===== src/logic/dma_ctrl_pkg.sv =====
// constants, field layouts and carrier types of the descriptor queue
// controller; assumes a single application clock domain
`default_nettype none

package dma_ctrl_pkg;

    // ========================================
    // widths
    localparam int REG_W = 512;
    localparam int BE_W = 64;
    localparam int ADDR_W = 16;
    localparam int DESC_W = 174;
    localparam int STS_W = 32;
    localparam int FILL_W = 8;
    localparam int NUM_CH = 4;
    localparam int NUM_MOVER = 2;
    localparam int STS_DEPTH = 32;

    // ========================================
    // register map, one 512-bit register per 0x200 bytes
    localparam logic [15:0] OFS_WRITE_MOVER_NORMAL_QUEUE = 16'h0000;
    localparam logic [15:0] OFS_WRITE_MOVER_PRIORITY_QUEUE = 16'h0200;
    localparam logic [15:0] OFS_WRITE_MOVER_STATUS_QUEUE = 16'h0400;
    localparam logic [15:0] OFS_WRITE_MOVER_MSI_CONTROL = 16'h0600;
    localparam logic [15:0] OFS_READ_MOVER_NORMAL_QUEUE = 16'h0800;
    localparam logic [15:0] OFS_READ_MOVER_PRIORITY_QUEUE = 16'h0a00;
    localparam logic [15:0] OFS_READ_MOVER_STATUS_QUEUE = 16'h0c00;
    localparam logic [15:0] OFS_READ_MOVER_MSI_CONTROL = 16'h0e00;
    localparam int SEL_LSB = 9;
    localparam int SEL_W = 3;
    localparam int MAP_TOP_LSB = 12;
    localparam logic [1:0] SEL_KIND_STATUS = 2'h2;
    localparam logic [1:0] SEL_KIND_MSI = 2'h3;

    // ========================================
    // queue register read layout
    localparam int READY_BIT = 31;
    // byte lanes of the most significant descriptor dword (bits 191:160)
    localparam int MSW_BE_LSB = 20;
    localparam int MSW_BE_W = 4;

    // ========================================
    // status word layout
    localparam int STS_EMPTY_BIT = 31;
    localparam int STS_IRQ_LSB = 12;
    localparam int STS_ERR_BIT = 14;
    localparam logic [1:0] IRQ_ALWAYS = 2'h3;
    localparam logic [1:0] IRQ_ON_ERROR = 2'h2;
    localparam logic [1:0] IRQ_NEVER = 2'h1;
    localparam logic [1:0] IRQ_DROP = 2'h0;
    localparam logic [REG_W-1:0] STS_EMPTY_WORD = 512'h8000_0000;

    // ========================================
    // msi control register layout
    localparam int MSI_EN_BIT = 511;
    localparam int MSI_PRIO_BIT = 510;
    localparam int MSI_DATA_LSB = 80;
    localparam int MSI_ADDR_LSB = 0;

    // ========================================
    // immediate-write descriptor built for an msi
    localparam int DESC_DST_LSB = 64;
    localparam int DESC_LEN_LSB = 128;
    localparam int DESC_LEN_W = 18;
    localparam logic [17:0] MSI_LEN_DWORDS = 18'h00001;
    localparam int DESC_IMM_BIT = 146;
    localparam int DESC_APP_LSB = 149;
    localparam logic [2:0] APP_DROP_NO_IRQ = 3'h0;

    typedef logic [DESC_W-1:0] desc_t;

    typedef struct packed {
        logic enable;
        logic prio;
        logic [15:0] data;
        logic [63:0] addr;
    } msi_ctrl_t;

    typedef struct packed {
        logic valid;
        logic [STS_W-1:0] word;
    } status_t;

    localparam msi_ctrl_t MSI_RESET = '0;

endpackage : dma_ctrl_pkg

`default_nettype wire


===== src/logic/dma_descriptor_queue_controller.sv =====
// descriptor queue controller with its status fifo
// assumes movers and register master share core_clk
//
// What this block does
// - every register is 512 bits wide
// - descriptors occupy low 174 bits, mover layout
// - shadow buffer, forward on most significant dword
// - hold waitrequest on most significant dword write while mover not ready
// - queue read: ready bit31, fill bits 7:0
// - status reads meaningful only in low dword
// - empty status queue reads 512'h8000_0000
// - msi control: enable, priority, data, address
// - enable gates msi, priority picks queue
// - bits 13:12 select interrupt and drop
// - decide on arrival, queue immediate-write msi
// - msi descriptors carry no-interrupt-drop code
// - lowest application bit requests completion interrupt
// - everything runs on one application clock
`default_nettype none

// ========================================
// status fifo
module status_fifo #(
    parameter int WIDTH = 32,
    parameter int DEPTH = 32
) (
    input wire logic core_clk,
    input wire logic reset_n,
    input wire logic in_valid,
    output logic in_ready,
    input wire logic [WIDTH-1:0] in_data,
    output logic out_valid,
    input wire logic out_ready,
    output logic [WIDTH-1:0] out_data
);
    localparam int AW = $clog2(DEPTH);

    generate
        if (DEPTH < 2 || (DEPTH & (DEPTH - 1)) != 0)
        begin : g_bad_depth
            $error("status_fifo depth must be a power of two");
        end
    endgenerate

    logic [WIDTH-1:0] mem_q [DEPTH];
    logic [AW-1:0] wr_q, wr_d, rd_q, rd_d;
    logic [AW:0] cnt_q, cnt_d;
    logic push, pop;

    assign in_ready = (cnt_q != (AW + 1)'(DEPTH));
    assign out_valid = (cnt_q != '0);
    assign out_data = mem_q[rd_q];
    assign push = in_valid && in_ready;
    assign pop = out_valid && out_ready;

    always_comb
    begin
        wr_d = push ? wr_q + 1'b1 : wr_q;
        rd_d = pop ? rd_q + 1'b1 : rd_q;
        cnt_d = cnt_q + (AW + 1)'(push) - (AW + 1)'(pop);
    end

    always_ff @(posedge core_clk)
    begin
        if (push)
        begin
            mem_q[wr_q] <= in_data;
        end
    end

    always_ff @(posedge core_clk or negedge reset_n)
    begin
        if (!reset_n)
        begin
            wr_q <= '0;
            rd_q <= '0;
            cnt_q <= '0;
        end
        else
        begin
            wr_q <= wr_d;
            rd_q <= rd_d;
            cnt_q <= cnt_d;
        end
    end
endmodule : status_fifo

// ========================================
// controller top
module dma_descriptor_queue_controller #(
    parameter int STS_DEPTH = dma_ctrl_pkg::STS_DEPTH
) (
    input wire logic core_clk,
    input wire logic reset_n,
    input wire logic [dma_ctrl_pkg::ADDR_W-1:0] reg_address,
    input wire logic reg_read,
    input wire logic reg_write,
    input wire logic [dma_ctrl_pkg::REG_W-1:0] reg_writedata,
    input wire logic [dma_ctrl_pkg::BE_W-1:0] reg_byteenable,
    output logic reg_waitrequest,
    output logic [dma_ctrl_pkg::REG_W-1:0] reg_readdata,
    output logic reg_readdatavalid,
    output dma_ctrl_pkg::desc_t [3:0] desc_data,
    output logic [3:0] desc_valid,
    input wire logic [3:0] desc_ready,
    input wire logic [3:0][7:0] desc_fill,
    input wire dma_ctrl_pkg::status_t [1:0] mover_status,
    output logic [1:0] mover_status_ready
);
    // ========================================
    // decode helpers
    function automatic logic [1:0] chan_of(input logic [2:0] sel);
        return {sel[2], sel[0]};
    endfunction : chan_of

    function automatic logic [511:0] merge_bytes(input logic [511:0] old_v,
        input logic [511:0] new_v, input logic [63:0] be);
        logic [511:0] r;
        r = old_v;
        for (int i = 0; i < 64; i++)
        begin
            if (be[i])
            begin
                r[i*8 +: 8] = new_v[i*8 +: 8];
            end
        end
        return r;
    endfunction : merge_bytes

    function automatic logic [511:0] msi_image(
        input dma_ctrl_pkg::msi_ctrl_t m);
        logic [511:0] r;
        r = '0;
        r[dma_ctrl_pkg::MSI_EN_BIT] = m.enable;
        r[dma_ctrl_pkg::MSI_PRIO_BIT] = m.prio;
        r[dma_ctrl_pkg::MSI_DATA_LSB +: 16] = m.data;
        r[dma_ctrl_pkg::MSI_ADDR_LSB +: 64] = m.addr;
        return r;
    endfunction : msi_image

    function automatic dma_ctrl_pkg::msi_ctrl_t msi_fields(
        input logic [511:0] v);
        return {v[dma_ctrl_pkg::MSI_EN_BIT], v[dma_ctrl_pkg::MSI_PRIO_BIT],
            v[dma_ctrl_pkg::MSI_DATA_LSB +: 16],
            v[dma_ctrl_pkg::MSI_ADDR_LSB +: 64]};
    endfunction : msi_fields

    function automatic dma_ctrl_pkg::desc_t msi_desc(
        input dma_ctrl_pkg::msi_ctrl_t m);
        dma_ctrl_pkg::desc_t d;
        d = '0;
        d[15:0] = m.data;
        d[dma_ctrl_pkg::DESC_DST_LSB +: 64] = m.addr;
        d[dma_ctrl_pkg::DESC_LEN_LSB +: dma_ctrl_pkg::DESC_LEN_W] =
            dma_ctrl_pkg::MSI_LEN_DWORDS;
        d[dma_ctrl_pkg::DESC_IMM_BIT] = 1'b1;
        d[dma_ctrl_pkg::DESC_APP_LSB +: 3] =
            dma_ctrl_pkg::APP_DROP_NO_IRQ;
        return d;
    endfunction : msi_desc

    // ========================================
    // state
    dma_ctrl_pkg::desc_t [3:0] shadow_q, shadow_d;
    dma_ctrl_pkg::desc_t [3:0] out_q, out_d;
    logic [3:0] out_valid_q, out_valid_d;
    dma_ctrl_pkg::msi_ctrl_t [1:0] msi_q, msi_d;
    logic [1:0] pend_q, pend_d;
    logic [511:0] rdata_q, rdata_d;
    logic rvalid_q, rvalid_d;

    logic [2:0] sel;
    logic mapped, is_queue, msw_hit, trig, wait_req;
    logic [1:0] wch;
    logic [511:0] merged;
    logic [3:0] claimed;
    logic [1:0] fifo_in_ready, fifo_out_valid, fifo_pop, accept, push;
    logic [1:0][31:0] fifo_out;
    logic [1:0][31:0] push_word;
    logic [1:0] want_irq;

    assign sel = reg_address[dma_ctrl_pkg::SEL_LSB +: dma_ctrl_pkg::SEL_W];
    assign mapped = (reg_address >> dma_ctrl_pkg::MAP_TOP_LSB) == '0;
    assign is_queue = mapped && !sel[1];
    assign wch = chan_of(sel);
    assign msw_hit = |reg_byteenable[dma_ctrl_pkg::MSW_BE_LSB +:
        dma_ctrl_pkg::MSW_BE_W];
    assign trig = reg_write && is_queue && msw_hit;
    assign merged = merge_bytes({338'h0, shadow_q[wch]}, reg_writedata,
        reg_byteenable);

    // ========================================
    // status intake, one fifo per mover
    generate
        for (genvar m = 0; m < 2; m++)
        begin : g_mover
            logic [1:0] code;
            assign code = mover_status[m].word[dma_ctrl_pkg::STS_IRQ_LSB +: 2];
            assign mover_status_ready[m] = !pend_q[m] && fifo_in_ready[m];
            assign accept[m] = mover_status[m].valid && mover_status_ready[m];
            assign push[m] = accept[m] &&
                (code != dma_ctrl_pkg::IRQ_DROP);
            assign want_irq[m] = accept[m] &&
                ((code == dma_ctrl_pkg::IRQ_ALWAYS) ||
                 (code == dma_ctrl_pkg::IRQ_ON_ERROR &&
                  mover_status[m].word[dma_ctrl_pkg::STS_ERR_BIT]));
            assign push_word[m] = {1'b0,
                mover_status[m].word[dma_ctrl_pkg::STS_EMPTY_BIT-1:0]};
            assign fifo_pop[m] = reg_read && mapped &&
                sel[1:0] == dma_ctrl_pkg::SEL_KIND_STATUS &&
                sel[2] == 1'(m) && fifo_out_valid[m];

            status_fifo #(
                .WIDTH(dma_ctrl_pkg::STS_W),
                .DEPTH(STS_DEPTH)
            ) u_fifo (
                .core_clk(core_clk),
                .reset_n(reset_n),
                .in_valid(push[m]),
                .in_ready(fifo_in_ready[m]),
                .in_data(push_word[m]),
                .out_valid(fifo_out_valid[m]),
                .out_ready(fifo_pop[m]),
                .out_data(fifo_out[m])
            );
        end
    endgenerate

    // ========================================
    // msi scheduling, descriptor slots and register writes
    always_comb
    begin
        logic [1:0] tgt;
        tgt = '0;
        claimed = '0;
        out_d = out_q;
        out_valid_d = out_valid_q & ~desc_ready;
        pend_d = pend_q;
        msi_d = msi_q;
        shadow_d = shadow_q;
        for (int m = 0; m < 2; m++)
        begin
            if (want_irq[m] && msi_q[m].enable)
            begin
                pend_d[m] = 1'b1;
            end
            tgt = {1'b0, msi_q[m].prio};
            if (pend_q[m] && !out_valid_q[tgt] && !claimed[tgt])
            begin
                claimed[tgt] = 1'b1;
                out_d[tgt] = msi_desc(msi_q[m]);
                out_valid_d[tgt] = 1'b1;
                pend_d[m] = 1'b0;
            end
        end
        wait_req = trig && (!desc_ready[wch] || out_valid_q[wch] ||
            claimed[wch]);
        if (reg_write && is_queue && !wait_req)
        begin
            shadow_d[wch] = merged[dma_ctrl_pkg::DESC_W-1:0];
            if (trig)
            begin
                out_d[wch] = merged[dma_ctrl_pkg::DESC_W-1:0];
                out_valid_d[wch] = 1'b1;
            end
        end
        if (reg_write && mapped && sel[1:0] == dma_ctrl_pkg::SEL_KIND_MSI)
        begin
            msi_d[sel[2]] = msi_fields(merge_bytes(msi_image(msi_q[sel[2]]),
                reg_writedata, reg_byteenable));
        end
    end

    // ========================================
    // read path
    always_comb
    begin
        rdata_d = '0;
        rvalid_d = reg_read;
        if (reg_read && mapped)
        begin
            if (is_queue)
            begin
                rdata_d[dma_ctrl_pkg::READY_BIT] = desc_ready[wch];
                rdata_d[dma_ctrl_pkg::FILL_W-1:0] = desc_fill[wch];
            end
            else if (sel[1:0] == dma_ctrl_pkg::SEL_KIND_STATUS)
            begin
                rdata_d = fifo_out_valid[sel[2]] ? {{(dma_ctrl_pkg::REG_W -
                    dma_ctrl_pkg::STS_W){1'b0}}, fifo_out[sel[2]]} :
                    dma_ctrl_pkg::STS_EMPTY_WORD;
            end
            else
            begin
                rdata_d = msi_image(msi_q[sel[2]]);
            end
        end
    end

    // ========================================
    // registers, all on the application clock
    always_ff @(posedge core_clk or negedge reset_n)
    begin
        if (!reset_n)
        begin
            shadow_q <= '0;
            out_q <= '0;
            out_valid_q <= '0;
            msi_q <= {dma_ctrl_pkg::MSI_RESET, dma_ctrl_pkg::MSI_RESET};
            pend_q <= '0;
            rdata_q <= '0;
            rvalid_q <= 1'b0;
        end
        else
        begin
            shadow_q <= shadow_d;
            out_q <= out_d;
            out_valid_q <= out_valid_d;
            msi_q <= msi_d;
            pend_q <= pend_d;
            rdata_q <= rdata_d;
            rvalid_q <= rvalid_d;
        end
    end

    assign reg_waitrequest = wait_req;
    assign reg_readdata = rdata_q;
    assign reg_readdatavalid = rvalid_q;
    assign desc_data = out_q;
    assign desc_valid = out_valid_q;
endmodule : dma_descriptor_queue_controller

`default_nettype wire


===== config.mk =====
export PLATFORM = sky130hd
export DESIGN_NAME = dma_descriptor_queue_controller
export DESIGN_NICKNAME = d
export VERILOG_FILES = /design/src/logic/dma_ctrl_pkg.sv /design/src/logic/dma_descriptor_queue_controller.sv
export SDC_FILE = /design/constraint.sdc
export NUM_CORES = 2
export LEC_CHECK = 0
export BUFFER_PORTS_ARGS = -buffer_cell sky130_fd_sc_hd__buf_2
export CAP_MARGIN = 10
export CORE_AREA = 4 4 743 745
export DETAILED_ROUTE_END_ITERATION = 12
export DIE_AREA = 0 0 747 749
export MAX_ROUTING_LAYER = met4
export SLEW_MARGIN = 20
export SYNTH_ARGS = -nofsm -noshare
export SYNTH_HDL_FRONTEND = slang
export SYNTH_SLANG_ARGS = --single-unit
export TNS_END_PERCENT = 5

===== constraint.sdc =====
create_clock -name core_clk -period 8.4 [get_ports core_clk]
set_clock_uncertainty 0.2 [all_clocks]
set_input_delay 1.26 -clock core_clk [delete_from_list [all_inputs] [get_ports core_clk]]
set_output_delay 1.26 -clock core_clk [all_outputs]
set_load 0.02 [all_outputs]

==> impl_results.md <==
* Run status: finished, final reports clean
* CP Launch Type: input pin
* Slowest-stage cell, CP: buf_4
* Final Hold Fails at 0
* CP required at 6.94 ns
* Simple-Gate Fraction of Synth Area at 0.0335
* Int Pwr at approximately 0.032 W
* WS Path Type: in -> out
* Most frequent CP cell: buf_4
* Period Utilization, post-route at 0.608
* Worst-Margin Slew at ~1.3 ns
* Post-Synth XOR/XNOR Area at 0.00140
* CP arrival at 3.65 ns
* Clk_lat worst skew at just over 1 ns
* Synthesized area at 150000 sq um
* # IOs at between 1500 and 2000
* H-Tree Depth at 5
* Syn Area/Cell at 16.2 sq um
* First-pass GRT wire length at 733 mm
* Final min period at 5.11 ns
* Complex-gate fraction of the synthesized area at 0.0529
* DP Worst Slack at 2.70 ns
* Vias at slightly below 90000
* Crit-path max cell delay at 0.63 ns
* DRC violations left at 0
* Layout Nets at 11200
* Die X at 747 microns
* Yosys cell types at 63
* FMAX at 196 MHz
* Switching Fraction at 0.266
* ANT nets after route at 0
* Ys Warns at 0
* GRT overflow at 0
* Worst Setup End Kind: primary output
* Pwr dens at around 250 nW/um^2
* Number of enable flip-flop cells after synthesis at 1984
* CP Cell Sequence: buf_8 > buf_4 > mux4_2 > o211a_2 > a21oi_1 > buf_4 > buf_2
* Hold slack at 0.271 ns
* Slew headroom at 0.123
* Slew Limit Fails at 0
* Full die area at between 500000 and 600000 sq um
* CTS tree: done
* Share of cells above drive strength 1 at 0.319
* Setup TNS at 0 ns
* Reg power frac at 0.473
* Port Buffer Count at 1097
* Syn Inst Count at 9279
* Largest family of logic cells by synthesized area: multiplexers
* Fillers at 53000
* Max-cap violations at 0
* CP top delay family: buffers and inverters
* CTS max path bufs at 4
* RSZ-0062 raised after global routing: no
* Detailed-route wire length per cell at 29.7 microns
* Via density at roughly 4.8
* Core area at roughly 540000 sq um
* Setup ws final at 3.29 ns
* Total CTS buffers at 397
* Post-CTS setup buffers at 0
* First-pass DRT Iterations at 9
* Starting Density at 0.276
* Area grow syn2layout at 18.2%
* Worst-path clk slew at 0.07 ns
* Initial antenna violation count at 146
* Sink Count at 3661
* Worst Path Buf+Inv at 4
* Ys async rst share at 0.458
* Total Wirelength at 542 mm
* IR drop worst, VDD at approximately 0.00018 V
* Row cnt at 271
* Dominant synthesized flop cell: edfxtp_1
* Endpoints failing setup at 0
* Static Leak at 70.5 nW
* Root Buffer: clkbuf_16
* Number of global-route vias before repair at 86000
* Adder-Cell Fraction of Synth Area at 0.00260
* Post-DP HPWL at 371 mm
* FF+latch count, synth at 3661
* Hold buffers post-CTS at 1
* CP max FO at 33
* Multiplexer share of the synthesized area at 0.188
* PostCTS Resize Cnt at 0
* DR iter-0 viols at 9452
* Part of the Yosys area used for sequential elements at 0.676
* GRT Total Usage at 0.192
* Die span in y at 749 microns
* Worst min path class: in -> reg
* Switching power total at ~0.012 W
* Largest net degree at the start of global routing at 185
* Comb power frac at 0.116
* Power share of the clock group at 0.411
* RePlAce Congestion at 0.870
==> kinds of logic after synthesis <==
kind of cell               after synthesis
AOI/OAI and AO/OA                     1224
xor gates and xnor gates                24
adders and majority gates               30
buffers and inverters                 1234
DFF                                   3661
muxes                                 1897
other                                    1
and+or+nand+nor                       1208
==> worst reg2reg max path: cells and delay by family (launching register included) <==
family | cells | cell delay [ns]
flip-flops | 1 | 0.35
AND/OR/NAND/NOR | 5 | 2.65
AO/OA/AOI/OAI | 1 | 0.15
adder cells (fa/ha/maj) | 1 | 0.19
buffers and inverters | 3 | 0.84
==> through the flow <==
step,total power (W),util,cells,instance area (sq um)
3_5_place_dp,0.0261,0.300,17300,164000
6_report,0.0435,0.326,18200,178000
5_1_grt,0.0451,0.326,18200,178000
3_3_place_gp,0.0260,0.300,17300,164000
2_1_floorplan,0.0237,-,9708,152000
4_1_cts,0.0440,0.325,18000,177000
==> cells in the mapped netlist, types with 9 or more instances <==
library cell | count | share of area
mux2i_1 | 499 | 0.033
nand2_1 | 401 | 0.010
a31o_2 | 9 | 0.00052
nor2b_1 | 39 | 0.0016
a221oi_1 | 44 | 0.0026
mux4_2 | 671 | 0.10
xnor2_1 | 16 | 0.00093
edfxtp_1 | 1984 | 0.40
o221ai_1 | 29 | 0.0017
a22oi_1 | 21 | 0.0010
o31ai_1 | 108 | 0.0054
ha_1 | 28 | 0.0023
a31o_1 | 105 | 0.0061
inv_1 | 217 | 0.0054
buf_6 | 26 | 0.0019
a21oi_1 | 307 | 0.010
buf_4 | 446 | 0.022
dfrtp_1 | 1677 | 0.28
o21ai_0 | 260 | 0.0087
o211ai_1 | 17 | 0.00085
mux2_2 | 659 | 0.049
buf_1 | 57 | 0.0014
a22o_1 | 30 | 0.0017
nand3_1 | 103 | 0.0034
nand4_1 | 15 | 0.00062
a211oi_1 | 34 | 0.0017
nand2b_1 | 26 | 0.0011
buf_2 | 222 | 0.0074
mux2_1 | 68 | 0.0051
o22ai_1 | 114 | 0.0047
o21ai_1 | 52 | 0.0017
a222oi_1 | 54 | 0.0036
clkbuf_1 | 266 | 0.0066
nor2_1 | 585 | 0.015
==> routing by layer <==
layer / vias to the layer above / part of all wire / track usage
met2: 3629 / 0.48 / 0.307
met4: 0 / 0.045 / 0.0718
met3: 851 / 0.082 / 0.0455
met1: 46400 / 0.40 / 0.238
met5: - / 0 / -
li1: 37000 / - / -
==> sequential cells by signal (all words and copies together), names as in the netlist <==
name,cells
msi_q,164
g_mover.u_fifo.cnt_q,12
reg_readdatavalid,1
desc_data,696
g_mover.u_fifo.wr_q,10
reg_readdata,82
desc_valid,4
g_mover.u_fifo.rd_q,10
shadow_q,696
g_mover.u_fifo.mem_q,1984
pend_q,2
==> cell usage in the layout (no fill, tap or decap), types with 204 or more instances in the layout <==
cell       netlist  final
edfxtp_1      1984   1984
dfrtp_1       1677   1669
buf_2          222   1094
mux4_2         671    671
mux2_2         659    659
nor2_1         585    515
mux2i_1        499    446
conb_1           1    430
clkbuf_16        0    403
nand2_1        401    398
a21oi_1        307    305
o21ai_0        260    259
diode_2          0    249
inv_1          217    217
buf_4          446    204
==> power by group through the flow <==
stage | Combinational (W) | Clock, W | Sequential, W
floorplan | 0.00257 | 0 | 0.0212
global placement | 0.00507 | 0 | 0.0209
detailed placement | 0.00514 | 0 | 0.0209
CTS | 0.00515 | 0.0183 | 0.0206
global route | 0.00539 | 0.0190 | 0.0207
finish | 0.00506 | 0.0179 | 0.0206
==> area by class of cell <==
type | count | area (sq um) | share of cell area
diodes | 249 | 623 | 0.00351
clock buffers | 538 | 11000 | 0.0621
clock inverters | 191 | 2340 | 0.0132
inverters | 217 | 815 | 0.00459
multi-input cells | 4813 | 44500 | 0.250
flip-flops and latches | 3661 | 102000 | 0.572
well taps | 7234 | 9050 | 0.0510
repair buffers | 1335 | 7720 | 0.0435
==> final timing paths <==
path | startpoint | to | slack, ns | cells after the start
max in group asynchronous | reset_n | desc_data[414]$_DFFE_PN0P_ | 5.31 | 4
worst max register to register | g_mover[1].u_fifo.cnt_q[2]$_DFF_PN0_ | g_mover[1].u_fifo.mem_q[27][16]$_DFFE_PP_ | 3.61 | 10
worst min-delay path | reg_read | reg_readdatavalid$_DFF_PN0_ | 0.27 | 1
worst max-delay path | reg_address[11] | reg_waitrequest | 3.29 | 7
worst min register to register | shadow_q[657]$_DFFE_PN0P_ | shadow_q[657]$_DFFE_PN0P_ | 0.27 | 2
min in group asynchronous | reset_n | shadow_q[529]$_DFFE_PN0P_ | 0.65 | 2
Power figures use the tool's default switching activity.
